$ cat src/rtl/oob_cfg.svh
`ifndef OOB_CFG_SVH
`define OOB_CFG_SVH

// =====================================================================
// Clock and sequence counts.
`define OOB_CLK_MHZ 125
`define OOB_REPEATS 6
`define OOB_DETECT_PAIRS 4
`define OOB_PS_SIGNALS 5
`define OOB_CNT_W 16

// =====================================================================
// Times in ns; plain defaults, the real values are set per system.
`define OOB_BURST_NS 106
`define OOB_INIT_IDLE_NS 320
`define OOB_WAKE_IDLE_NS 106
`define OOB_SAS_IDLE_NS 960
`define OOB_INIT_NEG_NS 480
`define OOB_WAKE_NEG_NS 160
`define OOB_SAS_NEG_NS 1440
`define OOB_PS_A_NS 20000
`define OOB_PS_B_NS 40000
`define OOB_BURST_PRIMS_G1 16

// Every time rounds down to whole cycles.
`define OOB_CYC(ns) ((ns) * `OOB_CLK_MHZ / 1000)

`endif

$ cat src/rtl/oob_pkg.sv
package oob_pkg;

  // Signal kinds; the initialisation and the reset signal share one code.
  typedef enum logic [1:0] {
    sig_none,
    sig_init,
    sig_wake,
    sig_sas
  } oob_sig_t;

  // Received burst content after decoding.
  typedef enum logic [1:0] {
    pat_none,
    pat_align,
    pat_d243
  } oob_pat_t;

  // Detection report from the receive side.
  typedef struct packed {
    logic init;
    logic wake;
    logic sas;
  } oob_det_t;

endpackage

$ cat src/rtl/oob_phy.sv
`timescale 1ns/100ps
`include "oob_cfg.svh"

// Notes on behaviour
// - Send six rounds of idle time then burst time for each signal.
// - After the sixth burst hold idle for the negation time, then complete.
// - Bursts are filled with ALIGN (0) primitives; idle gaps carry no transitions.
// - Bursts go at the first-generation rate, else lowest supported, never faster.
// - Second-generation bursts carry twice the first-generation primitive count.
// - The received signal is told apart only by the idle gap length.
// - Report a signal after four consecutive idle/burst pairs of its timing.
// - More than four pairs of the same signal is not an error.
// - No repeat detection until its negation time or a different signal.
// - Bursts at any rate up to the highest supported one are detected.
// - With SATA attach enabled, D24.3 bursts also count as valid bursts.
// - Initialisation and reset signals are one and the same signal.
// - The phy announces itself as SAS by sending the SAS-specific signal.
// - Port selection is five initialisation signals spaced by interval a or b.
// - Transmit timing runs from a fixed clock without spread-spectrum modulation.
// - SATA-capable receive accepts spread-spectrum streams.
// - Data from a SATA device is retimed onto the internal clock.
// - The recovered receive clock never clocks the transmit path.
// - Transmit must work when the partner tracks our transmit clock.
module oob_phy #(
  parameter int BURST_CYC = `OOB_CYC(`OOB_BURST_NS),
  parameter int INIT_IDLE_CYC = `OOB_CYC(`OOB_INIT_IDLE_NS),
  parameter int WAKE_IDLE_CYC = `OOB_CYC(`OOB_WAKE_IDLE_NS),
  parameter int SAS_IDLE_CYC = `OOB_CYC(`OOB_SAS_IDLE_NS),
  parameter int INIT_NEG_CYC = `OOB_CYC(`OOB_INIT_NEG_NS),
  parameter int WAKE_NEG_CYC = `OOB_CYC(`OOB_WAKE_NEG_NS),
  parameter int SAS_NEG_CYC = `OOB_CYC(`OOB_SAS_NEG_NS),
  parameter int PS_A_CYC = `OOB_CYC(`OOB_PS_A_NS),
  parameter int PS_B_CYC = `OOB_CYC(`OOB_PS_B_NS),
  parameter int BURST_PRIMS_G1 = `OOB_BURST_PRIMS_G1
) (
  // Clock and reset.
  input wire logic mclk,
  input wire logic nrst,
  // Transmit requests.
  input wire logic tx_req,
  input wire oob_pkg::oob_sig_t tx_kind,
  input wire logic ps_req,
  input wire logic [3:0] ps_pick_b,
  // Rate capability and attach mode.
  input wire logic gen1_capable,
  input wire logic [1:0] lowest_rate,
  input wire logic sata_attach,
  // Receive side, from the line detector and decoder.
  input wire logic rx_envelope,
  input wire oob_pkg::oob_pat_t rx_pattern,
  // Transmit side outputs.
  output logic tx_burst,
  output logic tx_send_align,
  output logic [1:0] tx_rate,
  output logic [7:0] tx_burst_prims,
  output logic tx_busy,
  output logic tx_done,
  output logic ps_done,
  // Receive side outputs.
  output oob_pkg::oob_det_t rx_detect
);
  localparam int CW = `OOB_CNT_W;
  typedef enum logic [2:0] {
    t_off,
    t_gap,
    t_burst,
    t_neg,
    t_pswait
  } tx_state_t;
  // =====================================================================
  // Reset release.
  logic [1:0] rst_sync_q;
  logic rst_n;

  always_ff @(posedge mclk or negedge nrst)
  begin
    if (!nrst)
      rst_sync_q <= 2'h0;
    else
      rst_sync_q <= {rst_sync_q[0], 1'h1};
  end
  assign rst_n = rst_sync_q[1];

  // =====================================================================
  // Timing lookups.
  function automatic logic [CW-1:0] idle_of(oob_pkg::oob_sig_t k);
    case (k)
      oob_pkg::sig_wake: idle_of = CW'(WAKE_IDLE_CYC);
      oob_pkg::sig_sas: idle_of = CW'(SAS_IDLE_CYC);
      default: idle_of = CW'(INIT_IDLE_CYC);
    endcase
  endfunction
  function automatic logic [CW-1:0] neg_of(oob_pkg::oob_sig_t k);
    case (k)
      oob_pkg::sig_wake: neg_of = CW'(WAKE_NEG_CYC);
      oob_pkg::sig_sas: neg_of = CW'(SAS_NEG_CYC);
      default: neg_of = CW'(INIT_NEG_CYC);
    endcase
  endfunction
  // =====================================================================
  // Transmit sequencer; timed purely from mclk, a fixed local clock.
  tx_state_t tst_q;
  oob_pkg::oob_sig_t tkind_q;
  logic [CW-1:0] tcnt_q;
  logic [2:0] reps_q;
  logic [2:0] ps_left_q;
  logic [3:0] ps_pick_q;
  logic [CW-1:0] ps_elapsed_q;
  logic [CW-1:0] ps_gap;
  assign ps_gap = ps_pick_q[0] ? CW'(PS_B_CYC) : CW'(PS_A_CYC);
  always_ff @(posedge mclk or negedge rst_n)
  begin
    if (!rst_n)
    begin
      tst_q <= t_off;
      tkind_q <= oob_pkg::sig_init;
      tcnt_q <= '0;
      reps_q <= 3'h0;
      ps_left_q <= 3'h0;
      ps_pick_q <= 4'h0;
    end
    else
    begin
      case (tst_q)
        t_off:
        begin
          if (ps_req)
          begin
            tst_q <= t_gap;
            tkind_q <= oob_pkg::sig_init;
            ps_left_q <= 3'(`OOB_PS_SIGNALS - 1);
            ps_pick_q <= ps_pick_b;
            tcnt_q <= '0;
            reps_q <= 3'h0;
          end
          else if (tx_req && tx_kind != oob_pkg::sig_none)
          begin
            tst_q <= t_gap;
            tkind_q <= tx_kind;
            tcnt_q <= '0;
            reps_q <= 3'h0;
          end
        end
        t_gap:
        begin
          if (tcnt_q >= idle_of(tkind_q) - CW'(1))
          begin
            tst_q <= t_burst;
            tcnt_q <= '0;
          end
          else
            tcnt_q <= tcnt_q + CW'(1);
        end
        t_burst:
        begin
          if (tcnt_q >= CW'(BURST_CYC - 1))
          begin
            tcnt_q <= '0;
            reps_q <= reps_q + 3'h1;
            if (reps_q == 3'(`OOB_REPEATS - 1))
              tst_q <= t_neg;
            else
              tst_q <= t_gap;
          end
          else
            tcnt_q <= tcnt_q + CW'(1);
        end
        t_neg:
        begin
          if (tcnt_q >= neg_of(tkind_q) - CW'(1))
          begin
            tcnt_q <= '0;
            tst_q <= (ps_left_q != 3'h0) ? t_pswait : t_off;
          end
          else
            tcnt_q <= tcnt_q + CW'(1);
        end
        t_pswait:
        begin
          if (ps_elapsed_q >= ps_gap - CW'(1))
          begin
            tst_q <= t_gap;
            reps_q <= 3'h0;
            ps_left_q <= ps_left_q - 3'h1;
            ps_pick_q <= {1'h0, ps_pick_q[3:1]};
          end
        end
        default: tst_q <= t_off;
      endcase
    end
  end

  // Selection interval runs from the start of each signal's first burst.
  always_ff @(posedge mclk or negedge rst_n)
  begin
    if (!rst_n)
      ps_elapsed_q <= '0;
    else if (tst_q == t_gap && reps_q == 3'h0 && tcnt_q >= idle_of(tkind_q) - CW'(1))
      ps_elapsed_q <= '0;
    else if (ps_elapsed_q != {CW{1'h1}})
      ps_elapsed_q <= ps_elapsed_q + CW'(1);
  end

  // Transmit outputs.
  always_ff @(posedge mclk or negedge rst_n)
  begin
    if (!rst_n)
    begin
      tx_burst <= 1'h0;
      tx_send_align <= 1'h0;
      tx_rate <= 2'h0;
      tx_burst_prims <= 8'h0;
      tx_busy <= 1'h0;
      tx_done <= 1'h0;
      ps_done <= 1'h0;
    end
    else
    begin
      tx_burst <= (tst_q == t_burst);
      tx_send_align <= (tst_q == t_burst);
      tx_rate <= gen1_capable ? 2'h0 : lowest_rate;
      tx_burst_prims <= (gen1_capable || lowest_rate == 2'h0) ?
        8'(BURST_PRIMS_G1) : 8'(2 * BURST_PRIMS_G1);
      tx_busy <= (tst_q != t_off);
      tx_done <= (tst_q == t_neg) && (tcnt_q >= neg_of(tkind_q) - CW'(1));
      ps_done <= (tst_q == t_neg) && (tcnt_q >= neg_of(tkind_q) - CW'(1))
        && (ps_left_q == 3'h0) && (ps_pick_q == 4'h0) && (tkind_q == oob_pkg::sig_init);
    end
  end

  // =====================================================================
  // Receive retiming onto mclk.
  logic [1:0] env_sync_q;
  logic [1:0] pat0_sync_q;
  logic [1:0] pat1_sync_q;
  logic env_prev_q;
  logic burst_ok;
  always_ff @(posedge mclk or negedge rst_n)
  begin
    if (!rst_n)
    begin
      env_sync_q <= 2'h0;
      pat0_sync_q <= 2'h0;
      pat1_sync_q <= 2'h0;
      env_prev_q <= 1'h0;
    end
    else
    begin
      env_sync_q <= {env_sync_q[0], rx_envelope};
      pat0_sync_q <= {pat0_sync_q[0], rx_pattern[0]};
      pat1_sync_q <= {pat1_sync_q[0], rx_pattern[1]};
      env_prev_q <= burst_ok;
    end
  end

  // The envelope is rate blind; content gates every burst: ALIGN always, D24.3 only with sata_attach.
  assign burst_ok = env_sync_q[1] && ({pat1_sync_q[1], pat0_sync_q[1]} == 2'h1 ||
    ({pat1_sync_q[1], pat0_sync_q[1]} == 2'h2 && sata_attach));

  // =====================================================================
  // Gap measurement and classification.
  logic [CW-1:0] idle_q;
  oob_pkg::oob_sig_t last_q;
  oob_pkg::oob_sig_t held_q;
  logic [2:0] pairs_q;
  oob_pkg::oob_sig_t gap_kind;
  logic burst_start;
  function automatic oob_pkg::oob_sig_t classify(logic [CW-1:0] n);
    if (n >= CW'(WAKE_IDLE_CYC / 2) && n < CW'((WAKE_IDLE_CYC + INIT_IDLE_CYC) / 2))
      classify = oob_pkg::sig_wake;
    else if (n >= CW'((WAKE_IDLE_CYC + INIT_IDLE_CYC) / 2) &&
      n < CW'((INIT_IDLE_CYC + SAS_IDLE_CYC) / 2))
      classify = oob_pkg::sig_init;
    else if (n >= CW'((INIT_IDLE_CYC + SAS_IDLE_CYC) / 2) && n < CW'(SAS_IDLE_CYC * 3 / 2))
      classify = oob_pkg::sig_sas;
    else
      classify = oob_pkg::sig_none;
  endfunction
  assign burst_start = burst_ok && !env_prev_q;
  assign gap_kind = classify(idle_q);
  always_ff @(posedge mclk or negedge rst_n)
  begin
    if (!rst_n)
      idle_q <= '0;
    else if (burst_ok)
      idle_q <= '0;
    else if (idle_q != {CW{1'h1}})
      idle_q <= idle_q + CW'(1);
  end

  // Pair counting saturates at four; longer trains raise nothing.
  always_ff @(posedge mclk or negedge rst_n)
  begin
    if (!rst_n)
    begin
      pairs_q <= 3'h0;
      last_q <= oob_pkg::sig_none;
    end
    else if (burst_start)
    begin
      last_q <= gap_kind;
      if (gap_kind == oob_pkg::sig_none)
        pairs_q <= 3'h0;
      else if (gap_kind != last_q)
        pairs_q <= 3'h1;
      else if (pairs_q != 3'(`OOB_DETECT_PAIRS))
        pairs_q <= pairs_q + 3'h1;
    end
  end

  // Suppression: the held kind is dropped after its negation gap.
  logic det_fire;
  assign det_fire = burst_start && gap_kind != oob_pkg::sig_none && gap_kind == last_q &&
    pairs_q == 3'(`OOB_DETECT_PAIRS - 1) && gap_kind != held_q;
  always_ff @(posedge mclk or negedge rst_n)
  begin
    if (!rst_n)
      held_q <= oob_pkg::sig_none;
    else if (det_fire)
      held_q <= gap_kind;
    else if (!burst_ok && held_q != oob_pkg::sig_none && idle_q >= neg_of(held_q))
      held_q <= oob_pkg::sig_none;
  end

  always_ff @(posedge mclk or negedge rst_n)
  begin
    if (!rst_n)
      rx_detect <= '0;
    else
    begin
      rx_detect.init <= det_fire && gap_kind == oob_pkg::sig_init;
      rx_detect.wake <= det_fire && gap_kind == oob_pkg::sig_wake;
      rx_detect.sas <= det_fire && gap_kind == oob_pkg::sig_sas;
    end
  end

endmodule // oob_phy

$ cat config.mk
export PLATFORM = sky130hd
export DESIGN_NAME = oob_phy
export DESIGN_NICKNAME = d
export VERILOG_FILES = /design/src/rtl/oob_pkg.sv /design/src/rtl/oob_phy.sv
export VERILOG_INCLUDE_DIRS = /design/src /design/src/rtl
export SDC_FILE = /design/constraint.sdc
export NUM_CORES = 1
export LEC_CHECK = 0
export ABC_AREA = 1
export BUFFER_PORTS_ARGS = -buffer_cell sky130_fd_sc_hd__buf_2
export CAP_MARGIN = 20
export CORE_AREA = 2 2 93 95
export CTS_BUF_LIST = sky130_fd_sc_hd__clkbuf_2
export CTS_CLUSTER_SIZE = 40
export DETAILED_ROUTE_END_ITERATION = 10
export DIE_AREA = 0 0 95 97
export PLACE_DENSITY_LB_ADDON = 0.2
export SETUP_SLACK_MARGIN = 0.3
export SKIP_CTS_REPAIR_TIMING = 1
export SLEW_MARGIN = 30
export SYNTH_ARGS = -nofsm -noshare
export SYNTH_HDL_FRONTEND = slang
export SYNTH_SLANG_ARGS = --single-unit
$ cat constraint.sdc
create_clock -name mclk -period 5.1 [get_ports mclk]
set_input_delay 0.765 -clock mclk [delete_from_list [all_inputs] [get_ports mclk]]
set_output_delay 0.765 -clock mclk [all_outputs]
set_load 0.005 [all_outputs]
* Yosys cells after proc, flatten, opt, wreduce, memory -nomap -nowiden
Index checks and enable logic that the tools add are counted.
** Operators by class
- Add/subtract/negate cells :: 11
- Multiply operators :: 0
- Divide/modulo/power cells :: 0
- Magnitude comparators :: 13
- Eq/ne operators :: 28
- Shifts and indexed selects :: 0
- Multiplexer cells :: 49
- Bitwise gates (word level) :: 0
- Reductions and logical operators :: 51
** Operators by type and width (count)
- 16-bit 2-to-1 mux :: 12
- 16-bit >= comparator :: 6
- 16-bit one-hot mux with 4 select lines :: 1
- 16-bit by 1-bit subtractor with 16-bit output, second input constant :: 4
- 16-bit by 1-bit adder with 16-bit output, second input constant :: 3
- 3-bit 2-to-1 mux :: 16
- 16-bit inequality test, second input constant :: 2
- 8-bit one-hot mux with 2 select lines :: 2
- 1-bit logical AND :: 22
- 2-bit 2-to-1 mux :: 9
- 16-bit by 3-bit >= comparator with 1-bit output, second input constant :: 1
- 16-bit by 4-bit >= comparator with 1-bit output, second input constant :: 1
- 16-bit by 5-bit >= comparator with 1-bit output, second input constant :: 1
- 16-bit by 7-bit >= comparator with 1-bit output, second input constant :: 1
- 16-bit by 5-bit less-than comparator with 1-bit output, second input constant :: 1
- 16-bit by 7-bit less-than comparator with 1-bit output, second input constant :: 1
- 16-bit by 8-bit less-than comparator with 1-bit output, second input constant :: 1
- 2-bit nonzero test :: 8
- 3-bit one-hot mux with 5 select lines :: 1
- 2-bit equality test, second input constant :: 7
- 7-bit one-hot mux with 2 select lines :: 1
- 13-bit by 1-bit subtractor with 14-bit output, second input constant :: 1
- 13-bit 2-to-1 mux :: 1
- 3-bit nonzero test :: 4
- 25 further kinds :: 45
** Word-level totals
- Register bits after elaboration :: 94
- Bits in latches :: 0
- Bits in writable memories :: 0
- Memory bits (read-only) :: 0
- Input bits :: 17
- Output and inout port bits :: 18
- Logic and storage cells :: 177
- Memories :: 0

* Longest topological paths before layout
Gate-level depths: netlist of run 1.
- Depth in word-level cells :: 15
- Mapped depth :: 16
- Depth with buffers taken out :: 15

* Least setup slack after synthesis of run 1
No wires, ideal clock.
- Path type :: register to register
- Start point :: reg tkind_q[0]
- End point :: reg ps_elapsed_q[7]
- Library setup time :: 87 ps
- Arrival :: 1837 ps
- Required time :: 5013 ps
- Path slack :: 3176 ps
- Cell stages (with the launch flop) :: 10
- Path buffers :: 0
- Period minus slack after synthesis :: 1924 ps
- Cells stage by stage :: dfstp_2 > nor2_1 > ha_1 > a21oi_1 > nor2_1 > o21ai_0 > nand4_1 > nand2_1 > clkinv_1 > nor3_1
** Between the ends
- Word-level cells in the longest chain between the ends :: 6
- Elaborated cells on any way between the ends :: 8
- Those cells by class :: add/sub (1); order compare (1); eq/ne (2); mux (2); reduce/logical (2)
** Ends and longest elaborated chain
- start, declared :: line oob_phy.sv:103 : oob_pkg::oob_sig_t tkind_q;
- start signal, assigned :: line oob_phy.sv:116 : tkind_q <= oob_pkg::sig_init;
- start signal, assigned :: line oob_phy.sv:130 : tkind_q <= oob_pkg::sig_init;
- start signal, assigned :: line oob_phy.sv:139 : tkind_q <= tx_kind;
- 2-bit equality test :: line oob_phy.sv:87 : case (k)
- 7-bit one-hot mux with 2 select lines * :: line oob_phy.sv:87
- 16-bit by 1-bit subtractor with 16-bit output * :: line oob_phy.sv:198 : else if (tst_q == t_gap && reps_q == 3'h0 && tcnt_q >= idle_of(tkind_q) - CW'(1))
- 16-bit >= comparator * :: line oob_phy.sv:198
- 1-bit logical AND * :: line oob_phy.sv:198
- 16-bit 2-to-1 mux / 2-bit nonzero test (equally long branches)
- end signal, assigned :: line oob_phy.sv:201 : ps_elapsed_q <= ps_elapsed_q + CW'(1);
- end, declared :: line oob_phy.sv:108 : logic [CW-1:0] ps_elapsed_q;
Every way passes the cells marked *; elsewhere a longest branch is shown, timed or not.
A chain may end at the register's enable or synchronous reset.

* Final worst setup path of run 1
- Start point :: reg tkind_q[1]
- End point :: reg ps_elapsed_q[11]
The elaborated chain is that of the path after synthesis.

==> results.sh, run 1 <==
export IMPL_wl_per_cell_um=13.2
export IMPL_grt_pass1_wl_um=18600
export IMPL_ys_types=45
export IMPL_cts_sinks=90
export IMPL_rows=33
export IMPL_setup_violations=0
export IMPL_cts_buffers=9
export IMPL_start_kind="register"
export IMPL_post_place_cells=774
export IMPL_drive_gt1_frac=0.137
export IMPL_cts_tree="yes"
export IMPL_synth_edf_count=0
export IMPL_ioPinCount=35
export IMPL_crit_start="tkind_q[1]"
export IMPL_dieWidth_um=95
export IMPL_p_leak_nw=2.86
export IMPL_vias=4336
export IMPL_fin_util=0.690
export IMPL_clkTransAtPathRegs_ns=0.25
export IMPL_p_clk_frac=0.180
export IMPL_crit_fanout=10
export IMPL_yosys_top_cells_area="dfrtp_1 (43%), nand2_1 (8.4%), ha_1 (7.2%)"
export IMPL_maxSlewViolCount=0
export IMPL_hpwlAfterDp_um=7930
export IMPL_tightestPinTransition_ns=0.852
export IMPL_layout_area_overhead_vs_synth_pct=7.55
export IMPL_gp_congestion=0.920
export IMPL_status="completed"
export IMPL_drc=0
export IMPL_grt_pass1_vias=4302
export IMPL_first_pass_iters=4
export IMPL_clockBufferDepth=2
export IMPL_worstSkewPairLatency_ns=0.52
export IMPL_p_total_mw=2.28
export IMPL_fin_skew_ns=0.0222
export IMPL_synth_flop_cell="dfrtp_1"
export IMPL_synth_top_cell_area_share=0.427
export IMPL_fin_crit_ns=2.42
export IMPL_drt_total_wl_um=10400
export IMPL_drt_iter0_drc=250
export IMPL_grt_max_degree=42
export IMPL_power_frac_comb=0.371
export IMPL_ctsHtreeMaxLevel=3
export IMPL_initial_core_util=0.641
export IMPL_grt_antenna_before_repair=0
export IMPL_power_frac_seq=0.450
export IMPL_numPortBuffers=28
export IMPL_yosysWarnings=0
export IMPL_final_setup_tns_ns=0
export IMPL_ys_ff_latch=90
export IMPL_worstReg2RegStart="tkind_q[1]"
export IMPL_slew_headroom=0.430
export IMPL_fin_cells=790
export IMPL_rsz0062_at_grt="no"
export IMPL_worstPathArrival_ns=2.87
export IMPL_root_buffer="clkbuf_2"
export IMPL_p_per_area_mw_per_mm2=407
export IMPL_avgSynthCellArea_um2=8.04
export IMPL_swShare=0.417
export IMPL_rr_worst_depth=10
export IMPL_finalCritPeriodShare=0.474
export IMPL_num_antenna_cells=0
export IMPL_cap_violations=0
export IMPL_vias_per_cell=5.49
export IMPL_worst_hold_path_type="register to asynchronous set/reset pin"
export IMPL_required_ns=5.55
export IMPL_seq_area_frac_synth=0.432
export IMPL_grt_total_usage=0.251
export IMPL_max_freq_ghz=0.414
export IMPL_yosysTopAreaCell="dfrtp_1"
export IMPL_syn_area_mm2=0.00522
export IMPL_drtAntennaViolNets=0
export IMPL_end_kind="register"
export IMPL_die_area_mm2=0.00922
export IMPL_hold_violations=0
export IMPL_syn_inst=649
export IMPL_die_h_um=97
export IMPL_p_sw_uw=951
export IMPL_gr_total_overflow=0
export IMPL_nets=728
export IMPL_crit_type="register to register"
export IMPL_intPower_mw=1.33
export IMPL_ir_worst_vdd_v=0.000230
export IMPL_core_mm2=0.00813
export IMPL_async_flop_share=1.00
==> sequential cells by signal, summed over array words and instances, names as in the netlist, 2 cells and up <==
| signal | flops |
|---|---|
| ps_left_q | 3 |
| held_q | 2 |
| tkind_q | 2 |
| idle_q | 16 |
| tcnt_q | 16 |
| reps_q | 3 |
| ps_pick_q | 4 |
| pairs_q | 3 |
| rx_detect | 3 |
| last_q | 2 |
| tx_burst_prims | 2 |
| pat1_sync_q | 2 |
| tx_rate | 2 |
| env_sync_q | 2 |
| ps_elapsed_q | 16 |
| pat0_sync_q | 2 |
| tst_q | 3 |
| rst_sync_q | 2 |
==> cell type report <==
type	count	area [um2]
flip-flops and latches	90	2260
multi-input cells	450	2520
well taps	105	131
clock buffers	9	45.0
inverters	99	374
fillers	652	2520
clock inverters	6	91.3
repair buffers	31	190
==> synth_stat cells, types with 2 or more instances <==
cell,count
nand2_4,3
dfrtp_1,89
o21ai_0,45
nor2_2,8
xor2_1,13
nand3_1,37
nand4_1,16
nand3b_1,8
nor3_1,19
ha_1,30
nand2_1,117
nand3_4,2
nand2_2,9
nor4_1,3
inv_2,6
conb_1,2
inv_1,91
nand4_2,2
a31oi_1,4
nor2_1,86
buf_4,7
nand3b_4,2
a21oi_1,18
buf_2,2
nor3_2,2
or2_2,5
clkbuf_1,5
==> power groups by stage <==
stage	clock network, mW	registers, mW	logic [mW]
after global routing	0.447	1.05	0.984
after detailed placement	0	1.04	0.842
after floorplan	0	0.999	0.670
after CTS	0.421	1.02	0.848
final	0.410	1.03	0.846
after global placement	0	1.04	0.781
==> worst max-delay path: stages (launching register included) <==
cell and delay (ns):
dfrtp_1 0.45, inv_1 0.07, nor2_1 0.19, ha_1 0.31
nand2_1 0.08, a21oi_1 0.06, nor3_1 0.22, nand4_1 0.16
nand2_1 0.21, clkinv_1 0.33, nor3b_2 0.28
==> per-layer routing <==
metal,up-vias,part of all wire,global-route usage
met2,89,0.50,0.426
met5,-,0,0
met4,0,0.019,0.0858
met1,2090,0.44,0.326
li1,2139,-,-
met3,18,0.035,0.0382
==> path summary, 6_finish.rpt <==
| check | end | slack (ns) |
|---|---|---|
| worst max-delay path | ps_elapsed_q[11] | 2.68 |
| worst min register to register | ps_elapsed_q[11] | 0.16 |
| min in group mclk | env_sync_q[0] | 0.33 |
| max in group asynchronous | idle_q[4] | 4.22 |
| worst min-delay path | ps_elapsed_q[11] | 0.16 |
| worst max register to register | ps_elapsed_q[11] | 2.68 |
==> cell usage in the layout (no fill, tap or decap), drive strengths merged, types with 19 or more instances in the layout <==
master,count
inv,99
nand3,40
buf,30
nor3,21
nor2,96
dfrtp,89
nand2,129
o21ai,46
ha,30
a21oi,19
==> stage by stage <==
step | area, um2 | hold WS [ns] | worst slack [ns]
after global routing | 5610 | 0.167 | 2.48
final | 5610 | 0.158 | 2.68
after floorplan | 5240 | 0.331 | 2.41
after CTS | 5600 | -0.0402 | 2.68
after detailed placement | 5470 | 0.164 | 2.71
after global placement | 5430 | 0.332 | 2.86
==> cell families after synthesis <==
group / synth area share
AO/OA/AOI/OAI: 0.0827
XOR/XNOR: 0.0235
adder cells (fa/ha/maj): 0.0719
buffers and inverters: 0.0882
flip-flops: 0.432
other: 0.00144
AND/OR/NAND/NOR: 0.300
No activity file was read; power rests on OpenSTA's default activity.
==> run 2: changes to the inputs <==
Settings changed: CORE_AREA 2 2 93 95 to 2 2 99 101, DIE_AREA 0 0 95 97 to 0 0 101 103.
Clock period 5.1 ns to 2.2 ns, I/O delays scaled along.
==> results.sh, run 2 (same netlist as run 1, synthesis figures left out) <==
export IMPL_worstSkewPairLatency_ns=0.56
export IMPL_fin_crit_ns=2.11
export IMPL_hpwlAfterDp_um=7900
export IMPL_worst_hold_path_type="input pin to register"
export IMPL_ir_worst_vdd_v=0.000559
export IMPL_status="completed"
export IMPL_finalCritPeriodShare=0.960
export IMPL_die_h_um=103
export IMPL_gr_total_overflow=0
export IMPL_initial_core_util=0.552
export IMPL_fin_skew_ns=0.0360
export IMPL_grt_pass1_wl_um=17700
export IMPL_grt_antenna_before_repair=0
export IMPL_gp_congestion=0.887
export IMPL_met3_usage=0.0258
export IMPL_nets=772
export IMPL_mostFrequentLayoutCells="nand2_1 (97), inv_1 (85), dfrtp_1 (80), nor2_1 (67), o21ai_0 (35)"
export IMPL_max_freq_ghz=0.473
export IMPL_cts_tree="yes"
export IMPL_final_setup_tns_ns=0
export IMPL_maxSlewViolCount=0
export IMPL_grt_pass1_vias=3919
export IMPL_hp_start="tx_kind[1]"
export IMPL_dieWidth_um=101
export IMPL_clockBufferDepth=2
export IMPL_wl_per_cell_um=13.6
export IMPL_num_antenna_cells=0
export IMPL_rows=36
export IMPL_crit_fanout=5
export IMPL_worstPathArrival_ns=2.62
export IMPL_cp_slowest_cell="dfstp_2"
export IMPL_required_ns=2.70
export IMPL_post_place_cells=788
export IMPL_ioPinCount=35
export IMPL_drtAntennaViolNets=0
export IMPL_r2r_end="ps_elapsed_q[13]"
export IMPL_r2r_slack_ns=0.09
export IMPL_core_mm2=0.00946
export IMPL_root_buffer="clkbuf_2"
export IMPL_first_pass_iters=5
export IMPL_start_kind="register"
export IMPL_post_place_ws_ns=0.0790
export IMPL_fin_cells=844
export IMPL_layout_commonest_cell="nand2_1"
export IMPL_drt_total_wl_um=11500
export IMPL_cp_depth=12
export IMPL_numPortBuffers=28
export IMPL_cap_violations=0
export IMPL_slew_headroom=0.616
export IMPL_use_met1=0.279
export IMPL_die_area_mm2=0.0104
export IMPL_top_regs="idle_q: 16 flops, ps_elapsed_q: 16 flops, tcnt_q: 16 flops"
export IMPL_drive_gt1_frac=0.292
export IMPL_cts_buffers=9
export IMPL_rr_worst_depth=12
export IMPL_p_leak_nw=3.15
export IMPL_cp_buffers_inverters=3
export IMPL_fin_ws_ns=0.0870
export IMPL_ctsHtreeMaxLevel=3
export IMPL_clkTransAtPathRegs_ns=0.27
export IMPL_drc=0
export IMPL_p_per_area_mw_per_mm2=957
export IMPL_grt_met2_usage=0.375
export IMPL_critical_path_cell_chain="nand2_2 -> ha_4 -> nand2_2 -> nor2_2 -> nand4_1 -> nand4_1 -> buf_4 -> nand2_8 -> buf_6 -> buf_4 -> nand2_1 -> nor2_1"
export IMPL_crit_family="simple AND/OR/NAND/NOR gates"
export IMPL_grt_max_degree=44
export IMPL_vias_per_cell=5.25
export IMPL_worstReg2RegStart="tkind_q[0]"
export IMPL_end_kind="register"
export IMPL_hold_violations=0
export IMPL_crit_path_end="ps_elapsed_q[13]"
export IMPL_tightestPinTransition_ns=0.576
export IMPL_rsz0062_at_grt="yes"
export IMPL_top_usage_layer="met2"
export IMPL_drt_iter0_drc=179
export IMPL_cts_sinks=90
export IMPL_crit_type="register to register"
export IMPL_crit_start="tkind_q[0]"
export IMPL_grt_total_usage=0.216
export IMPL_vias=4431
export IMPL_setup_violations=0
export IMPL_max_stage_delay_ns=0.64
export IMPL_layout_area_overhead_vs_synth_pct=23.1
==> run 2: tightest hold or removal path, delay by kind of cell <==
kind	cells	cell delay [ns]
AOI/OAI and AO/OA	1	0.07
buffers and inverters	1	0.11
and+or+nand+nor	1	0.05
==> run 2: report_power, final <==
group	internal, mW	switching [mW]
Sequential	2.01	0.416
Clock	0.387	0.599
Combinational	1.14	1.60
Total	3.54	2.61
==> run 2: worst min path at each step <==
stage | to | slack [ns] | cells past startpoint
2_1_floorplan | rst_sync_q[0] | 0.03 | 0
3_3_place_gp | rst_sync_q[0] | 0.11 | 1
3_5_place_dp | rst_sync_q[0] | 0.12 | 1
4_1_cts | rst_sync_q[1] | -0.54 | 1
5_1_grt | rst_sync_q[1] | 0.02 | 2
6_report | tkind_q[1] | 0.02 | 3
==> run 2: metal layers <==
| metal | vias up | part of all wire |
|---|---|---|
| met5 | - | 0 |
| met4 | 0 | 0.017 |
| met3 | 19 | 0.036 |
| met2 | 84 | 0.51 |
| met1 | 2102 | 0.44 |
| li1 | 2226 | - |
==> run 2: metrics by stage <==
stage	total power [mW]	area [um2]	utilization	hold slack, ns
detailed placement	4.40	5500	0.582	0.117
global route	6.64	6420	0.679	0.0168
CTS	5.39	5650	0.597	-0.542
floorplan	3.87	5240	-	0.0344
global placement	4.30	5500	0.582	0.115
finish	6.15	6420	0.679	0.0182
==> run 2: cell type report <==
| type | instances | area [um2] |
|---|---|---|
| clock inverter | 7 | 103 |
| fill | 747 | 3030 |
| timing repair inverter | 1 | 11.3 |
| multi-input combinational | 450 | 2910 |
| tap | 114 | 143 |
| timing repair buffer | 74 | 557 |
| sequential | 90 | 2270 |
| inverter | 99 | 389 |
| clock buffer | 9 | 45.0 |
